### config.mk
export PLATFORM = sky130hd
export DESIGN_NAME = dual_process_alarm_logic
export DESIGN_NICKNAME = d
export VERILOG_FILES = /design/src/rtl/alarm_pkg.sv /design/src/rtl/second_tick.sv /design/src/rtl/alarm_channel.sv /design/src/rtl/dual_process_alarm_logic.sv
export SDC_FILE = /design/constraint.sdc
export NUM_CORES = 1
export LEC_CHECK = 0
export ABC_AREA = 1
export BUFFER_PORTS_ARGS = -buffer_cell sky130_fd_sc_hd__buf_2
export CORE_ASPECT_RATIO = 1.5
export CORE_UTILIZATION = 50
export DETAILED_ROUTE_END_ITERATION = 7
export PLACE_DENSITY = 0.76
export REMOVE_ABC_BUFFERS = 1
export SKIP_CTS_REPAIR_TIMING = 1
export SYNTH_ARGS = -nofsm -noshare
export SYNTH_HDL_FRONTEND = slang
export SYNTH_HIERARCHICAL = 1
export SYNTH_SLANG_ARGS = --single-unit
### constraint.sdc
create_clock -name i_clk_sys -period 23.1 [get_ports i_clk_sys]
set_input_delay 6.93 -clock i_clk_sys [delete_from_list [all_inputs] [get_ports i_clk_sys]]
set_output_delay 6.93 -clock i_clk_sys [all_outputs]
set_load 0.05 [all_outputs]
### src/rtl/alarm_pkg.sv
// Shared constants, register map and types for the dual alarm logic.
// Assumes a single 250 MHz system clock.
package alarm_pkg;
  localparam int NUM_CH = 2;
  localparam int DISP_W = 18;
  localparam int TIME_W = 12;
  localparam int CODE_W = 16;
  localparam int ADDR_W = 6;
  localparam int CTRL_W = 8;
  localparam logic [TIME_W-1:0] TIME_MAX = 12'he10;
  localparam int TICK_PERIOD_MS = 1000;
  localparam int CLK_PERIOD_NS = 4;
  localparam int TICK_CYCLES = TICK_PERIOD_MS * 1000000 / CLK_PERIOD_NS;
  localparam logic [ADDR_W-1:0] OFS_CTRL = 6'h00;
  localparam logic [ADDR_W-1:0] OFS_SETPOINT0 = 6'h04;
  localparam logic [ADDR_W-1:0] OFS_SETPOINT1 = 6'h08;
  localparam logic [ADDR_W-1:0] OFS_HYST0 = 6'h0c;
  localparam logic [ADDR_W-1:0] OFS_HYST1 = 6'h10;
  localparam logic [ADDR_W-1:0] OFS_DELAY0 = 6'h14;
  localparam logic [ADDR_W-1:0] OFS_DELAY1 = 6'h18;
  localparam logic [ADDR_W-1:0] OFS_SILENCE0 = 6'h1c;
  localparam logic [ADDR_W-1:0] OFS_SILENCE1 = 6'h20;
  localparam logic [ADDR_W-1:0] OFS_ACCESS_CODE = 6'h24;
  localparam logic [ADDR_W-1:0] OFS_SPAN_MIN = 6'h28;
  localparam logic [ADDR_W-1:0] OFS_SPAN_MAX = 6'h2c;
  localparam logic [ADDR_W-1:0] OFS_STATUS = 6'h30;
  localparam logic [ADDR_W-1:0] OFS_DISPLAY = 6'h34;
  localparam int CTRL_EN_LSB = 0;
  localparam int CTRL_HIGH_LSB = 2;
  localparam int CTRL_NC_LSB = 4;
  localparam int CTRL_FLASH_BIT = 6;
  localparam int CTRL_ACCESS_BIT = 7;
  localparam logic [CTRL_W-1:0] CTRL_RESET = 8'h00;
  localparam logic [CODE_W-1:0] CODE_OPEN = 16'h0000;
  localparam logic [CODE_W-1:0] CODE_RESET = CODE_OPEN;
  localparam logic signed [DISP_W-1:0] SPAN_MIN_RESET = -18'sd125;
  localparam logic signed [DISP_W-1:0] SPAN_MAX_RESET = 18'sd10125;
  localparam logic [DISP_W-1:0] VALUE_RESET = 18'h00000;
  localparam logic [TIME_W-1:0] TIME_RESET = 12'h000;

  typedef struct packed {
    logic en;
    logic high;
    logic signed [DISP_W-1:0] setpoint;
    logic [DISP_W-1:0] hyst;
    logic [TIME_W-1:0] delay_s;
    logic [TIME_W-1:0] silence_s;
  } chan_cfg_t;

  typedef struct packed {
    logic step;
    logic up;
    logic down;
    logic exit;
  } btn_t;

  typedef enum logic [1:0] {CH_IDLE, CH_DELAYING, CH_ACTIVE, CH_SILENCED} chan_state_t;
  typedef enum logic [1:0] {MENU_DISPLAY, MENU_CODE, MENU_SELECT, MENU_EDIT} menu_state_t;
  typedef enum logic [1:0] {SHOW_VALUE, SHOW_TAG1, SHOW_TAG2, SHOW_MENU} disp_sel_t;
endpackage : alarm_pkg

### src/rtl/second_tick.sv
// One-second tick generator and slow flash phase.
// Assumes CYCLES system clocks make one second.
`timescale 1ns/1ps
module second_tick import alarm_pkg::*; #(
  parameter int CYCLES = TICK_CYCLES
) (
  input wire logic i_clk_sys,
  input wire logic i_reset,
  output logic o_tick,
  output logic o_phase
);
  localparam int CW = $clog2(CYCLES) + 1;
  logic [CW-1:0] cnt;

  always_ff @(posedge i_clk_sys or posedge i_reset) begin
    if (i_reset) begin
      cnt <= '0;
      o_tick <= 1'b0;
      o_phase <= 1'b0;
    end else if (cnt == CW'(CYCLES - 1)) begin
      cnt <= '0;
      o_tick <= 1'b1;
      o_phase <= ~o_phase;
    end else begin
      cnt <= cnt + 1'b1;
      o_tick <= 1'b0;
    end
  end
endmodule : second_tick

### src/rtl/alarm_channel.sv
// One alarm channel: trip and release with hysteresis, delay, accept and silence.
// Assumes i_tick is a one-cycle pulse once a second and i_accept a one-cycle pulse.
`timescale 1ns/1ps
module alarm_channel import alarm_pkg::*; (
  input wire logic i_clk_sys,
  input wire logic i_reset,
  input wire logic i_tick,
  input wire logic i_flash_phase,
  input wire logic i_accept,
  input wire logic signed [DISP_W-1:0] i_display,
  input wire chan_cfg_t i_cfg,
  output logic o_active,
  output logic o_annunciator,
  output chan_state_t o_state
);
  // Two guard bits: setpoint minus hysteresis can reach three times the display range
  logic signed [DISP_W+1:0] disp_x, sp_x, hyst_x;
  logic cond, cond_now, trip, release_ok;
  logic [TIME_W-1:0] cnt, cnt_inc;

  assign disp_x = (DISP_W+2)'(i_display);
  assign sp_x = (DISP_W+2)'(i_cfg.setpoint);
  assign hyst_x = $signed({2'b00, i_cfg.hyst});
  assign trip = i_cfg.high ? (disp_x >= sp_x) : (disp_x <= sp_x);
  assign release_ok = i_cfg.high ? (disp_x < sp_x - hyst_x) : (disp_x > sp_x + hyst_x);
  assign cond_now = trip || (cond && !release_ok);
  assign cnt_inc = cnt + 1'b1;
  assign o_active = (o_state == CH_ACTIVE);

  always_ff @(posedge i_clk_sys or posedge i_reset) begin
    if (i_reset) begin
      cond <= 1'b0;
    end else begin
      cond <= i_cfg.en && cond_now;
    end
  end

  always_ff @(posedge i_clk_sys or posedge i_reset) begin
    if (i_reset) begin
      o_state <= CH_IDLE;
      cnt <= '0;
    end else if (!i_cfg.en) begin
      o_state <= CH_IDLE;
      cnt <= '0;
    end else begin
      case (o_state)
        CH_IDLE: begin
          cnt <= '0;
          if (cond_now) begin
            o_state <= (i_cfg.delay_s == '0) ? CH_ACTIVE : CH_DELAYING;
          end
        end
        CH_DELAYING: begin
          if (!cond_now) begin
            o_state <= CH_IDLE;
          end else if (i_tick) begin
            cnt <= (cnt_inc >= i_cfg.delay_s) ? '0 : cnt_inc;
            if (cnt_inc >= i_cfg.delay_s) begin
              o_state <= CH_ACTIVE;
            end
          end
        end
        CH_ACTIVE: begin
          cnt <= '0;
          if (!cond_now) begin
            o_state <= CH_IDLE;
          end else if (i_accept && i_cfg.silence_s != '0) begin
            o_state <= CH_SILENCED;
          end
        end
        CH_SILENCED: begin
          if (!cond_now) begin
            o_state <= CH_IDLE;
          end else if (i_tick) begin
            cnt <= (cnt_inc >= i_cfg.silence_s) ? '0 : cnt_inc;
            if (cnt_inc >= i_cfg.silence_s) begin
              o_state <= CH_ACTIVE;
            end
          end
        end
        default: o_state <= CH_IDLE;
      endcase
    end
  end

  always_comb begin
    case (o_state)
      CH_ACTIVE: o_annunciator = 1'b1;
      CH_DELAYING: o_annunciator = i_flash_phase;
      CH_SILENCED: o_annunciator = i_flash_phase;
      default: o_annunciator = 1'b0;
    endcase
  end
endmodule : alarm_channel

### src/rtl/dual_process_alarm_logic.sv
// Dual alarm logic: Avalon-MM register file, direct setpoint menu, outputs and display sequencing.
// Assumes buttons are debounced one-cycle pulses and the display value is synchronous to i_clk_sys.
// Function
// - Channel enable leaves other settings untouched.
// - Setpoints accepted only inside display span.
// - Each channel independently high or low.
// - Idle polarity selects open or closed output.
// - High alarm releases below setpoint minus hysteresis.
// - Delay 0 to 3600 s, zero immediate.
// - Flash during delay, restart on lapse.
// - Annunciator solid once output active.
// - Tag display waits for active output.
// - Silence 0 to 3600 s; nonzero enables accept.
// - Accept drops output for silence time.
// - Output returns after silence if condition persists.
// - Annunciator flashes while silenced.
// - No tag display during silence.
// - Alternate value and active tags in turn.
// - One annunciator per channel.
// - Step plus up opens setpoint menu when enabled.
// - Four-digit code; zero code grants access.
// - Reset: access off, code zero.
// - Up/down edit digit, step advances, exit stores.
// - Up/down toggles two-state choice, exit returns.
// - Compare against displayed value.
// - Trip on equality with setpoint.
`timescale 1ns/1ps
module dual_process_alarm_logic import alarm_pkg::*; #(
  parameter int TICK_CYCLES_P = TICK_CYCLES
) (
  input wire logic i_clk_sys,
  input wire logic i_reset,
  input wire logic [ADDR_W-1:0] i_avs_address,
  input wire logic i_avs_read,
  input wire logic i_avs_write,
  input wire logic [31:0] i_avs_writedata,
  input wire logic [3:0] i_avs_byteenable,
  output logic [31:0] o_avs_readdata,
  output logic o_avs_waitrequest,
  input wire logic signed [DISP_W-1:0] i_display_value,
  input wire btn_t i_buttons,
  output logic [NUM_CH-1:0] o_alarm_switch,
  output logic [NUM_CH-1:0] o_annunciator,
  output disp_sel_t o_display_sel,
  output logic [DISP_W-1:0] o_edit_value,
  output logic [1:0] o_edit_digit
);
  logic tick, flash_phase;
  logic [CTRL_W-1:0] ctrl;
  logic signed [DISP_W-1:0] setpoint [NUM_CH];
  logic [DISP_W-1:0] hyst [NUM_CH];
  logic [TIME_W-1:0] delay_s [NUM_CH];
  logic [TIME_W-1:0] silence_s [NUM_CH];
  logic [CODE_W-1:0] access_code;
  logic signed [DISP_W-1:0] span_min, span_max;
  chan_cfg_t cfg [NUM_CH];
  logic [NUM_CH-1:0] ch_active, ch_annun;
  chan_state_t ch_state [NUM_CH];
  menu_state_t menu;
  logic [1:0] digit;
  logic sel_ch;
  logic signed [DISP_W-1:0] edit_val;
  logic [CODE_W-1:0] code_entry;
  logic [1:0] alt_step;
  logic [31:0] rd_mux, wr_word;
  logic wr_en, accept, menu_store, wr_time_ok;
  logic signed [DISP_W-1:0] wr_value;

  function automatic logic [31:0] zx(input logic [DISP_W-1:0] v);
    return {{(32-DISP_W){1'b0}}, v};
  endfunction : zx

  function automatic logic [31:0] merge(input logic [31:0] old, input logic [31:0] nw, input logic [3:0] be);
    logic [31:0] r;
    r = old;
    for (int b = 0; b < 4; b++) begin
      if (be[b]) begin
        r[8*b +: 8] = nw[8*b +: 8];
      end
    end
    return r;
  endfunction : merge

  function automatic logic [DISP_W-1:0] weight(input logic [1:0] d);
    case (d)
      2'h0: return 18'h00001;
      2'h1: return 18'h0000a;
      2'h2: return 18'h00064;
      default: return 18'h003e8;
    endcase
  endfunction : weight

  function automatic logic [3:0] bcd_step(input logic [3:0] n, input logic up);
    if (up) begin
      return (n >= 4'h9) ? 4'h0 : n + 4'h1;
    end
    return (n == 4'h0 || n > 4'h9) ? 4'h9 : n - 4'h1;
  endfunction : bcd_step

  function automatic logic in_span(input logic signed [DISP_W-1:0] v, input logic signed [DISP_W-1:0] lo,
                                   input logic signed [DISP_W-1:0] hi);
    return (v >= lo) && (v <= hi);
  endfunction : in_span

  second_tick #(.CYCLES(TICK_CYCLES_P)) u_tick (
    .i_clk_sys(i_clk_sys),
    .i_reset(i_reset),
    .o_tick(tick),
    .o_phase(flash_phase)
  );

  for (genvar i = 0; i < NUM_CH; i++) begin : g_ch
    assign cfg[i] = '{en: ctrl[CTRL_EN_LSB + i], high: ctrl[CTRL_HIGH_LSB + i], setpoint: setpoint[i],
                      hyst: hyst[i], delay_s: delay_s[i], silence_s: silence_s[i]};
    alarm_channel u_ch (
      .i_clk_sys(i_clk_sys),
      .i_reset(i_reset),
      .i_tick(tick),
      .i_flash_phase(flash_phase),
      .i_accept(accept),
      .i_display(i_display_value),
      .i_cfg(cfg[i]),
      .o_active(ch_active[i]),
      .o_annunciator(ch_annun[i]),
      .o_state(ch_state[i])
    );
  end

  // Step is an accept only outside the menu and not as part of the menu chord
  assign accept = (menu == MENU_DISPLAY) && i_buttons.step && !i_buttons.up;
  assign menu_store = (menu == MENU_EDIT) && i_buttons.exit && in_span(edit_val, span_min, span_max);
  assign wr_en = i_avs_write && !o_avs_waitrequest;
  assign wr_word = merge(rd_mux, i_avs_writedata, i_avs_byteenable);
  assign wr_value = $signed(wr_word[DISP_W-1:0]);
  assign wr_time_ok = (wr_word[31:TIME_W] == '0) && (wr_word[TIME_W-1:0] <= TIME_MAX);

  always_comb begin
    case (i_avs_address)
      OFS_CTRL: rd_mux = {24'h0, ctrl};
      OFS_SETPOINT0: rd_mux = zx(setpoint[0]);
      OFS_SETPOINT1: rd_mux = zx(setpoint[1]);
      OFS_HYST0: rd_mux = zx(hyst[0]);
      OFS_HYST1: rd_mux = zx(hyst[1]);
      OFS_DELAY0: rd_mux = {20'h0, delay_s[0]};
      OFS_DELAY1: rd_mux = {20'h0, delay_s[1]};
      OFS_SILENCE0: rd_mux = {20'h0, silence_s[0]};
      OFS_SILENCE1: rd_mux = {20'h0, silence_s[1]};
      OFS_ACCESS_CODE: rd_mux = {16'h0, access_code};
      OFS_SPAN_MIN: rd_mux = zx(span_min);
      OFS_SPAN_MAX: rd_mux = zx(span_max);
      OFS_STATUS: rd_mux = {24'h0, menu, ch_state[1], ch_state[0], o_annunciator};
      OFS_DISPLAY: rd_mux = zx(i_display_value);
      default: rd_mux = 32'h0;
    endcase
  end

  // One wait state: every access is answered on the second edge, reads from a registered word
  always_ff @(posedge i_clk_sys or posedge i_reset) begin
    if (i_reset) begin
      o_avs_waitrequest <= 1'b1;
      o_avs_readdata <= 32'h0;
    end else begin
      o_avs_waitrequest <= !((i_avs_read || i_avs_write) && o_avs_waitrequest);
      if (i_avs_read && o_avs_waitrequest) begin
        o_avs_readdata <= rd_mux;
      end
    end
  end

  always_ff @(posedge i_clk_sys or posedge i_reset) begin
    if (i_reset) begin
      ctrl <= CTRL_RESET;
      access_code <= CODE_RESET;
      span_min <= SPAN_MIN_RESET;
      span_max <= SPAN_MAX_RESET;
      for (int i = 0; i < NUM_CH; i++) begin
        setpoint[i] <= VALUE_RESET;
        hyst[i] <= VALUE_RESET;
        delay_s[i] <= TIME_RESET;
        silence_s[i] <= TIME_RESET;
      end
    end else begin
      if (menu_store) begin
        setpoint[sel_ch] <= edit_val;
      end
      if (wr_en) begin
        case (i_avs_address)
          OFS_CTRL: ctrl <= wr_word[CTRL_W-1:0];
          OFS_SETPOINT0: if (in_span(wr_value, span_min, span_max)) setpoint[0] <= wr_value;
          OFS_SETPOINT1: if (in_span(wr_value, span_min, span_max)) setpoint[1] <= wr_value;
          OFS_HYST0: hyst[0] <= wr_word[DISP_W-1:0];
          OFS_HYST1: hyst[1] <= wr_word[DISP_W-1:0];
          OFS_DELAY0: if (wr_time_ok) delay_s[0] <= wr_word[TIME_W-1:0];
          OFS_DELAY1: if (wr_time_ok) delay_s[1] <= wr_word[TIME_W-1:0];
          OFS_SILENCE0: if (wr_time_ok) silence_s[0] <= wr_word[TIME_W-1:0];
          OFS_SILENCE1: if (wr_time_ok) silence_s[1] <= wr_word[TIME_W-1:0];
          OFS_ACCESS_CODE: access_code <= wr_word[CODE_W-1:0];
          OFS_SPAN_MIN: span_min <= $signed(wr_word[DISP_W-1:0]);
          OFS_SPAN_MAX: span_max <= $signed(wr_word[DISP_W-1:0]);
          default: ;
        endcase
      end
    end
  end

  always_ff @(posedge i_clk_sys or posedge i_reset) begin
    if (i_reset) begin
      menu <= MENU_DISPLAY;
      digit <= 2'h0;
      sel_ch <= 1'b0;
      edit_val <= VALUE_RESET;
      code_entry <= CODE_RESET;
    end else begin
      case (menu)
        MENU_DISPLAY: begin
          if (ctrl[CTRL_ACCESS_BIT] && i_buttons.step && i_buttons.up) begin
            digit <= 2'h0;
            sel_ch <= 1'b0;
            code_entry <= CODE_RESET;
            menu <= (access_code == CODE_OPEN) ? MENU_SELECT : MENU_CODE;
          end
        end
        MENU_CODE: begin
          if (i_buttons.exit) begin
            menu <= (code_entry == access_code) ? MENU_SELECT : MENU_DISPLAY;
          end else if (i_buttons.step) begin
            digit <= digit + 2'h1;
          end else if (i_buttons.up || i_buttons.down) begin
            code_entry[{digit, 2'b00} +: 4] <= bcd_step(code_entry[{digit, 2'b00} +: 4], i_buttons.up);
          end
        end
        MENU_SELECT: begin
          if (i_buttons.exit) begin
            menu <= MENU_DISPLAY;
          end else if (i_buttons.step) begin
            edit_val <= setpoint[sel_ch];
            digit <= 2'h0;
            menu <= MENU_EDIT;
          end else if (i_buttons.up || i_buttons.down) begin
            sel_ch <= ~sel_ch;
          end
        end
        MENU_EDIT: begin
          if (i_buttons.exit) begin
            menu <= MENU_SELECT;
          end else if (i_buttons.step) begin
            digit <= digit + 2'h1;
          end else if (i_buttons.up) begin
            edit_val <= edit_val + $signed(weight(digit));
          end else if (i_buttons.down) begin
            edit_val <= edit_val - $signed(weight(digit));
          end
        end
        default: menu <= MENU_DISPLAY;
      endcase
    end
  end

  always_ff @(posedge i_clk_sys or posedge i_reset) begin
    if (i_reset) begin
      alt_step <= 2'h0;
    end else if (tick) begin
      alt_step <= alt_step + 2'h1;
    end
  end

  always_ff @(posedge i_clk_sys or posedge i_reset) begin
    if (i_reset) begin
      o_display_sel <= SHOW_VALUE;
    end else if (menu != MENU_DISPLAY) begin
      o_display_sel <= SHOW_MENU;
    end else if (!ctrl[CTRL_FLASH_BIT]) begin
      o_display_sel <= SHOW_VALUE;
    end else begin
      // Silenced and delaying channels are not active, so they never get a tag slot
      case (alt_step)
        2'h1: o_display_sel <= ch_active[0] ? SHOW_TAG1 : SHOW_VALUE;
        2'h3: o_display_sel <= ch_active[1] ? SHOW_TAG2 : SHOW_VALUE;
        default: o_display_sel <= SHOW_VALUE;
      endcase
    end
  end

  always_ff @(posedge i_clk_sys or posedge i_reset) begin
    if (i_reset) begin
      o_alarm_switch <= CTRL_RESET[CTRL_NC_LSB +: NUM_CH];
      o_annunciator <= '0;
      o_edit_value <= VALUE_RESET;
      o_edit_digit <= 2'h0;
    end else begin
      o_alarm_switch <= ch_active ^ ctrl[CTRL_NC_LSB +: NUM_CH];
      o_annunciator <= ch_annun;
      o_edit_value <= (menu == MENU_CODE) ? DISP_W'(code_entry) : edit_val;
      o_edit_digit <= digit;
    end
  end
endmodule : dual_process_alarm_logic

==> flow_metrics.tcl, run 1 <==
set metrics [dict create \
    outcome "complete, but fails checks" \
    violations "max-capacitance violations, max-slew violations" \
    drive_gt1_frac 0.0900 \
    worst-path-max-fanout 26 \
    syn_inst 4186 \
    gp_congestion 1.02 \
    synth_top_area_cell "dfrtp_1" \
    crit_arrival_ns 12.14 \
    rsz0062_at_grt "no" \
    wl_um 112000 \
    root_buffer "clkbuf_16" \
    dieWidth_um 200 \
    synth_top_area_frac 0.261 \
    drv_cap 1 \
    area_growth_pct 7.66 \
    dieArea_um2 59600 \
    cp-end-kind "flop" \
    worstPathRequired_ns 23.51 \
    drtPass1Iterations 6 \
    ir_worst_vdd_mv 0.0657 \
    worst_clock_skew_ns 0.0360 \
    dr.first_iter.drc_count 2526 \
    crit_chain "buf_2, nor2_4, nand2_1, nor2_2, nand2_1, nand2_1, inv_1, nand2_1, nor2_1, nand3_1, nand2_1, inv_1, ha_1, a21oi_1, o21a_1, nor2_1, o21ai_0, nand3_1, nand2_1, inv_1, o21ai_0, nand3_1, nand2_1, nand2_1" \
    tightest_slew_ns 1.58 \
    clock-sinks 327 \
    ctsLongestPathBuffers 3 \
    ios 127 \
    slowest_delay_ns 0.79 \
    synthArstFlopShare 1.00 \
    routed_via_density 5.79 \
    cp_common_cell "nand2_1" \
    critical_path_class "in -> reg" \
    synth_warnings 6 \
    grt.total_usage 0.376 \
    syn_avg_cell_area_um2 7.00 \
    pwr_density_cell_nw_per_um2 101 \
    grt_remaining_overflow 0 \
    hp-class "reg -> reg" \
    p_leak_nw 16.0 \
    antenna_found_initial 1 \
    fin_tns_setup_ns 0 \
    worst-path-buf-inv 4 \
    crit_path_top_delay_cell "nand3_1" \
    wl_per_cell_um 22.3 \
    clk_pin_slew_worst_paths_ns 0.06 \
    clk_latency_ns 0.56 \
    timing.fmax_mhz 85.2 \
    synthFlopType "dfrtp_1" \
    synth_edf_count 0 \
    cts_tree "yes" \
    synth_seq_cells 327 \
    finalHoldViolCount 0 \
    cts_inserted_buffers 37 \
    layout_min_cycle_time_ns 11.74 \
    startpoint_type "input port" \
    seq_area_frac_synth 0.280 \
    route.detailed.drc 0 \
    synth.area.top_cells "dfrtp_1, ha_1, nand2_1, inv_1, nor2_1" \
    setup_viol 0 \
    grt_pass1_wl_um 167000 \
    drv_slew 2 \
    syn_area_um2 29300 \
    ant_nets 0 \
    slew_headroom -0.0611 \
    nets 4644 \
    chipHeight_um 298 \
    hpwl_um 86900 \
    vias 29100 \
    htreeDepth 2 \
    fin_hold_ws_ns 0.483 \
    start_util 0.506 \
    crit_family "simple AND/OR/NAND/NOR gates" \
    ys_types 66 \
    grt_pass1_vias 28300 \
    port_buffers 112 \
    core_um2 57800 \
    finalCritPeriodShare 0.508 \
    grt_max_degree 155 \
    std_cell_rows 108 \
]
[flip-flops by register name, indices dropped and copies added, names as in the netlist, 4 cells and up]
register           count
cfg                  120
u_tick/cnt            29
ctrl                   8
o_avs_readdata        18
access_code           16
edit_val              18
g_ch.u_ch/o_state      4
span_min              18
o_edit_value          18
g_ch.u_ch/cnt         24
code_entry            16
span_max              18
[stage by stage]
stage	util	instance area (um2)	worst slack (ns)	cells	power, mW
global route	0.545	31500	10.97	5027	3.39
finish	0.545	31500	11.36	5028	3.17
CTS	0.545	31500	11.55	5027	3.13
global placement	0.523	30300	11.14	4961	2.47
floorplan	-	28600	8.88	4064	1.96
detailed placement	0.523	30300	11.02	4961	2.50
[Yosys cell counts (23+ instances only)]
library cell and number:
nand2_1 1041, nand3_2 27, dfrtp_1 305, a21oi_1 241
clkbuf_1 63, o21ai_0 271, xor2_1 105, buf_4 25
nand3_1 171, nand4_1 120, nor2_2 32, inv_1 571
buf_2 32, o22ai_1 23, a31oi_1 30, ha_1 341
nor3_1 30, nor2_1 423
[power breakdown]
part | total (mW) | internal, mW | switching, mW
Clock | 0.631 | 0.371 | 0.259
Combinational | 1.69 | 0.562 | 1.13
Sequential | 0.852 | 0.663 | 0.188
[area by class of cell]
class | instances | area, um2
clock inverters | 19 | 243
well taps | 770 | 963
fillers | 5834 | 26300
clock buffers | 47 | 1020
inverters | 589 | 2220
diodes | 1 | 2.50
flip-flops and latches | 327 | 8210
repair buffers | 127 | 686
multi-input cells | 3148 | 18200
[cells by family (layout without fill, tap and decap cells)]
family | after synthesis | count (layout) | synth area share
xor+xnor | 120 | 120 | 0.0359
simple gates | 1941 | 1941 | 0.290
fa+ha+maj | 346 | 346 | 0.149
buf+inv | 724 | 782 | 0.101
mux | 22 | 22 | 0.00752
other cells | 1 | 15 | 0.000128
flops | 327 | 327 | 0.280
compound gates | 705 | 705 | 0.136
[per-layer routing]
| metal | track usage | part of all wire | vias to the layer above |
|---|---|---|---|
| met2 | 0.612 | 0.46 | 1456 |
| li1 | - | - | 13800 |
| met3 | 0.0758 | 0.083 | 554 |
| met1 | 0.402 | 0.34 | 13400 |
| met5 | 0 | 0 | - |
| met4 | 0.362 | 0.12 | 0 |
[worst paths after layout]
path                                    from             endpoint  slack [ns]  cells after the start
min                        o_avs_waitrequest    o_avs_waitrequest        0.48                      1
max reg2reg                          cfg[96]  g_ch[0].u_ch/cnt[9]       17.84                     23
max                         i_avs_address[1]             cfg[113]       11.36                     24
max in group asynchronous            i_reset               sel_ch       14.96                      3
min reg2reg                o_avs_waitrequest    o_avs_waitrequest        0.48                      1
min in group asynchronous            i_reset       u_tick/cnt[22]        6.53                      2
[layout by cell type (no fill, tap or decap), types with 9 or more instances in the layout]
master     count
xor2_1       105
ha_1         341
inv_1        570
nor4_1        20
nand4_1      120
dfrtp_1      304
a31oi_1       30
a21o_1        13
o21ai_2       10
nor2_1       422
o21ai_0      271
nand3_1      170
o21bai_1      15
nand2_4        9
nor3_1        30
buf_4         14
clkbuf_16     37
a21oi_2       14
nor2_4        13
o22ai_1       23
nor2_2        33
buf_2        112
nand2_2       22
or2_2         15
xnor2_1       15
dfstp_2       22
nand2_1     1041
mux2i_1       22
a21oi_1      241
o21ai_1       14
nand3_2       28
o211ai_1      14
conb_1        14
inv_2         16
(Power assumes the default switching activity.)
==> inputs of run 2 (changes only) <==
==> constraint.sdc (replaced) <==
create_clock -name i_clk_sys -period 11.8 [get_ports i_clk_sys]
set_input_delay 3.54 -clock i_clk_sys [delete_from_list [all_inputs] [get_ports i_clk_sys]]
set_output_delay 3.54 -clock i_clk_sys [all_outputs]
set_load 0.05 [all_outputs]
==> flow_metrics.tcl, run 2 (same netlist as run 1, synthesis figures left out) <==
set metrics [dict create \
    htreeDepth 2 \
    slew_headroom 0.102 \
    vias 29100 \
    area_growth_pct 7.86 \
    cts_inserted_buffers 37 \
    gp_congestion 1.04 \
    ctsLongestPathBuffers 3 \
    wl_um 112000 \
    nets 4652 \
    startpoint_type "input port" \
    sw_frac_of_total 0.500 \
    drv_slew 0 \
    clk_pin_slew_worst_paths_ns 0.06 \
    p_int_mw 3.13 \
    clk_latency_ns 0.55 \
    grt_pass1_vias 28000 \
    timing.fmax_mhz 121 \
    drv_cap 0 \
    layout_min_cycle_time_ns 8.30 \
    crit_arrival_ns 8.73 \
    p_comb_frac 0.537 \
    dr.first_iter.drc_count 2689 \
    tightest_slew_ns 1.33 \
    dieWidth_um 200 \
    drive_gt1_frac 0.0917 \
    grt.total_usage 0.378 \
    hp-class "reg -> reg" \
    dieArea_um2 59600 \
    ant_nets 0 \
    hold_depth 1 \
    drtPass1Iterations 7 \
    grt_max_degree 89 \
    finalCritPeriodShare 0.703 \
    worstPathRequired_ns 12.23 \
    worst-path-max-fanout 26 \
    port_buffers 112 \
    pre_cts_slack_ns 3.16 \
    critical_path_class "in -> reg" \
    largest_reg_flops 120 \
    pwr_density_cell_nw_per_um2 198 \
    grt_remaining_overflow 0 \
    worst_clock_skew_ns 0.0270 \
    most-common-layout-cells "nand2_1, inv_1, nor2_1" \
    p_leak_nw 16.1 \
    clock-sinks 327 \
    p_switching_mw 3.13 \
    reg2regPathDepth 22 \
    route.detailed.drc 0 \
    fillers 5751 \
    antenna_found_initial 5 \
    rsz0062_at_grt "no" \
    routed_via_density 5.79 \
    cts_tree "yes" \
    cp-end-kind "flop" \
    finalHoldViolCount 0 \
    layout_commonest_cell "nand2_1" \
    setup_viol 0 \
    power_frac_seq 0.264 \
    ir_worst_vdd_mv 0.133 \
    chipHeight_um 298 \
    fin_hold_ws_ns 0.480 \
    wl_per_cell_um 22.3 \
    core_um2 57800 \
    fin_tns_setup_ns 0 \
    p_clk_frac 0.199 \
    root_buffer "clkbuf_16" \
    std_cell_rows 108 \
    fin_util 0.546 \
    setup_slack_ns 3.50 \
    start_util 0.506 \
    hpwl_um 86700 \
    grt_pass1_wl_um 167000 \
    outcome "complete, no violations" \
    ios 127 \
]
==> run 2: cell count changes in the layout (fill, tap and decap cells not counted) <==
cell | before | now
buf_12 | 1 | 0
buf_4 | 14 | 23
bufinv_16 | 5 | 4
clkbuf_1 | 4 | 5
clkbuf_16 | 37 | 39
clkbuf_8 | 6 | 5
clkinv_2 | 7 | 6
clkinv_4 | 2 | 0
clkinvlp_4 | 3 | 5
inv_6 | 2 | 3
==> run 2: layout make-up <==
class / count / area, um2 / share of cell area
inverter: 589 / 2220 / 0.0702
tap: 770 / 963 / 0.0305
sequential: 327 / 8210 / 0.260
clock inverter: 18 / 214 / 0.00677
clock buffer: 49 / 1060 / 0.0337
multi-input combinational: 3148 / 18200 / 0.576
timing repair buffer: 135 / 733 / 0.0232
antenna: 1 / 2.50 / 0.0000792
==> run 2: final timing paths <==
| check | start | endpoint | slack, ns |
|---|---|---|---|
| min reg2reg | u_tick/cnt[0] | u_tick/cnt[0] | 0.48 |
| min | u_tick/cnt[0] | u_tick/cnt[0] | 0.48 |
| max in group asynchronous | i_reset | sel_ch | 6.68 |
| max | i_avs_address[1] | cfg[114] | 3.50 |
| min in group asynchronous | i_reset | g_ch[0].u_ch/cnt[6] | 3.15 |
| max reg2reg | cfg[114] | g_ch[0].u_ch/cnt[1] | 6.56 |
==> run 2: through the flow <==
stage / std cells / cell area, um2 / total power [mW]
2_1_floorplan: 4064 / 28600 / 3.84
3_3_place_gp: 4969 / 30300 / 4.87
3_5_place_dp: 4969 / 30300 / 4.92
4_1_cts: 5036 / 31600 / 6.17
5_1_grt: 5036 / 31600 / 6.72
6_report: 5037 / 31600 / 6.27
==> run 2: critical path: stages <==
cell and delay, ns:
buf_2 0.12, nor2_4 0.58, nand2_1 0.26, nor2_2 0.79
nand2_1 0.10, nand2_1 0.10, inv_1 0.04, nand2_1 0.07
nor2_1 0.06, nand3_1 0.08, nand2_1 0.26, inv_1 0.34
ha_1 0.31, a21oi_1 0.13, o21a_1 0.12, nor2_1 0.03
o21ai_0 0.16, nand3_1 0.11, nand2_1 0.07, inv_1 0.03
o21ai_0 0.25, nand3_1 0.76, nand2_1 0.27, nand2_1 0.09
==> run 2: power by group through the flow <==
stage / logic [mW] / registers [mW] / clock network, mW
finish: 3.37 / 1.65 / 1.25
global route: 3.78 / 1.65 / 1.29
CTS: 3.29 / 1.63 / 1.25
detailed placement: 3.27 / 1.65 / 0
global placement: 3.22 / 1.65 / 0
floorplan: 2.17 / 1.67 / 0
==> run 2: routing by layer <==
metal	track usage	vias to the layer above	part of all wire
met3	0.0826	576	0.079
met4	0.363	6	0.12
li1	-	13800	-
met2	0.611	1363	0.46
met5	0	-	0.00031
met1	0.403	13400	0.35
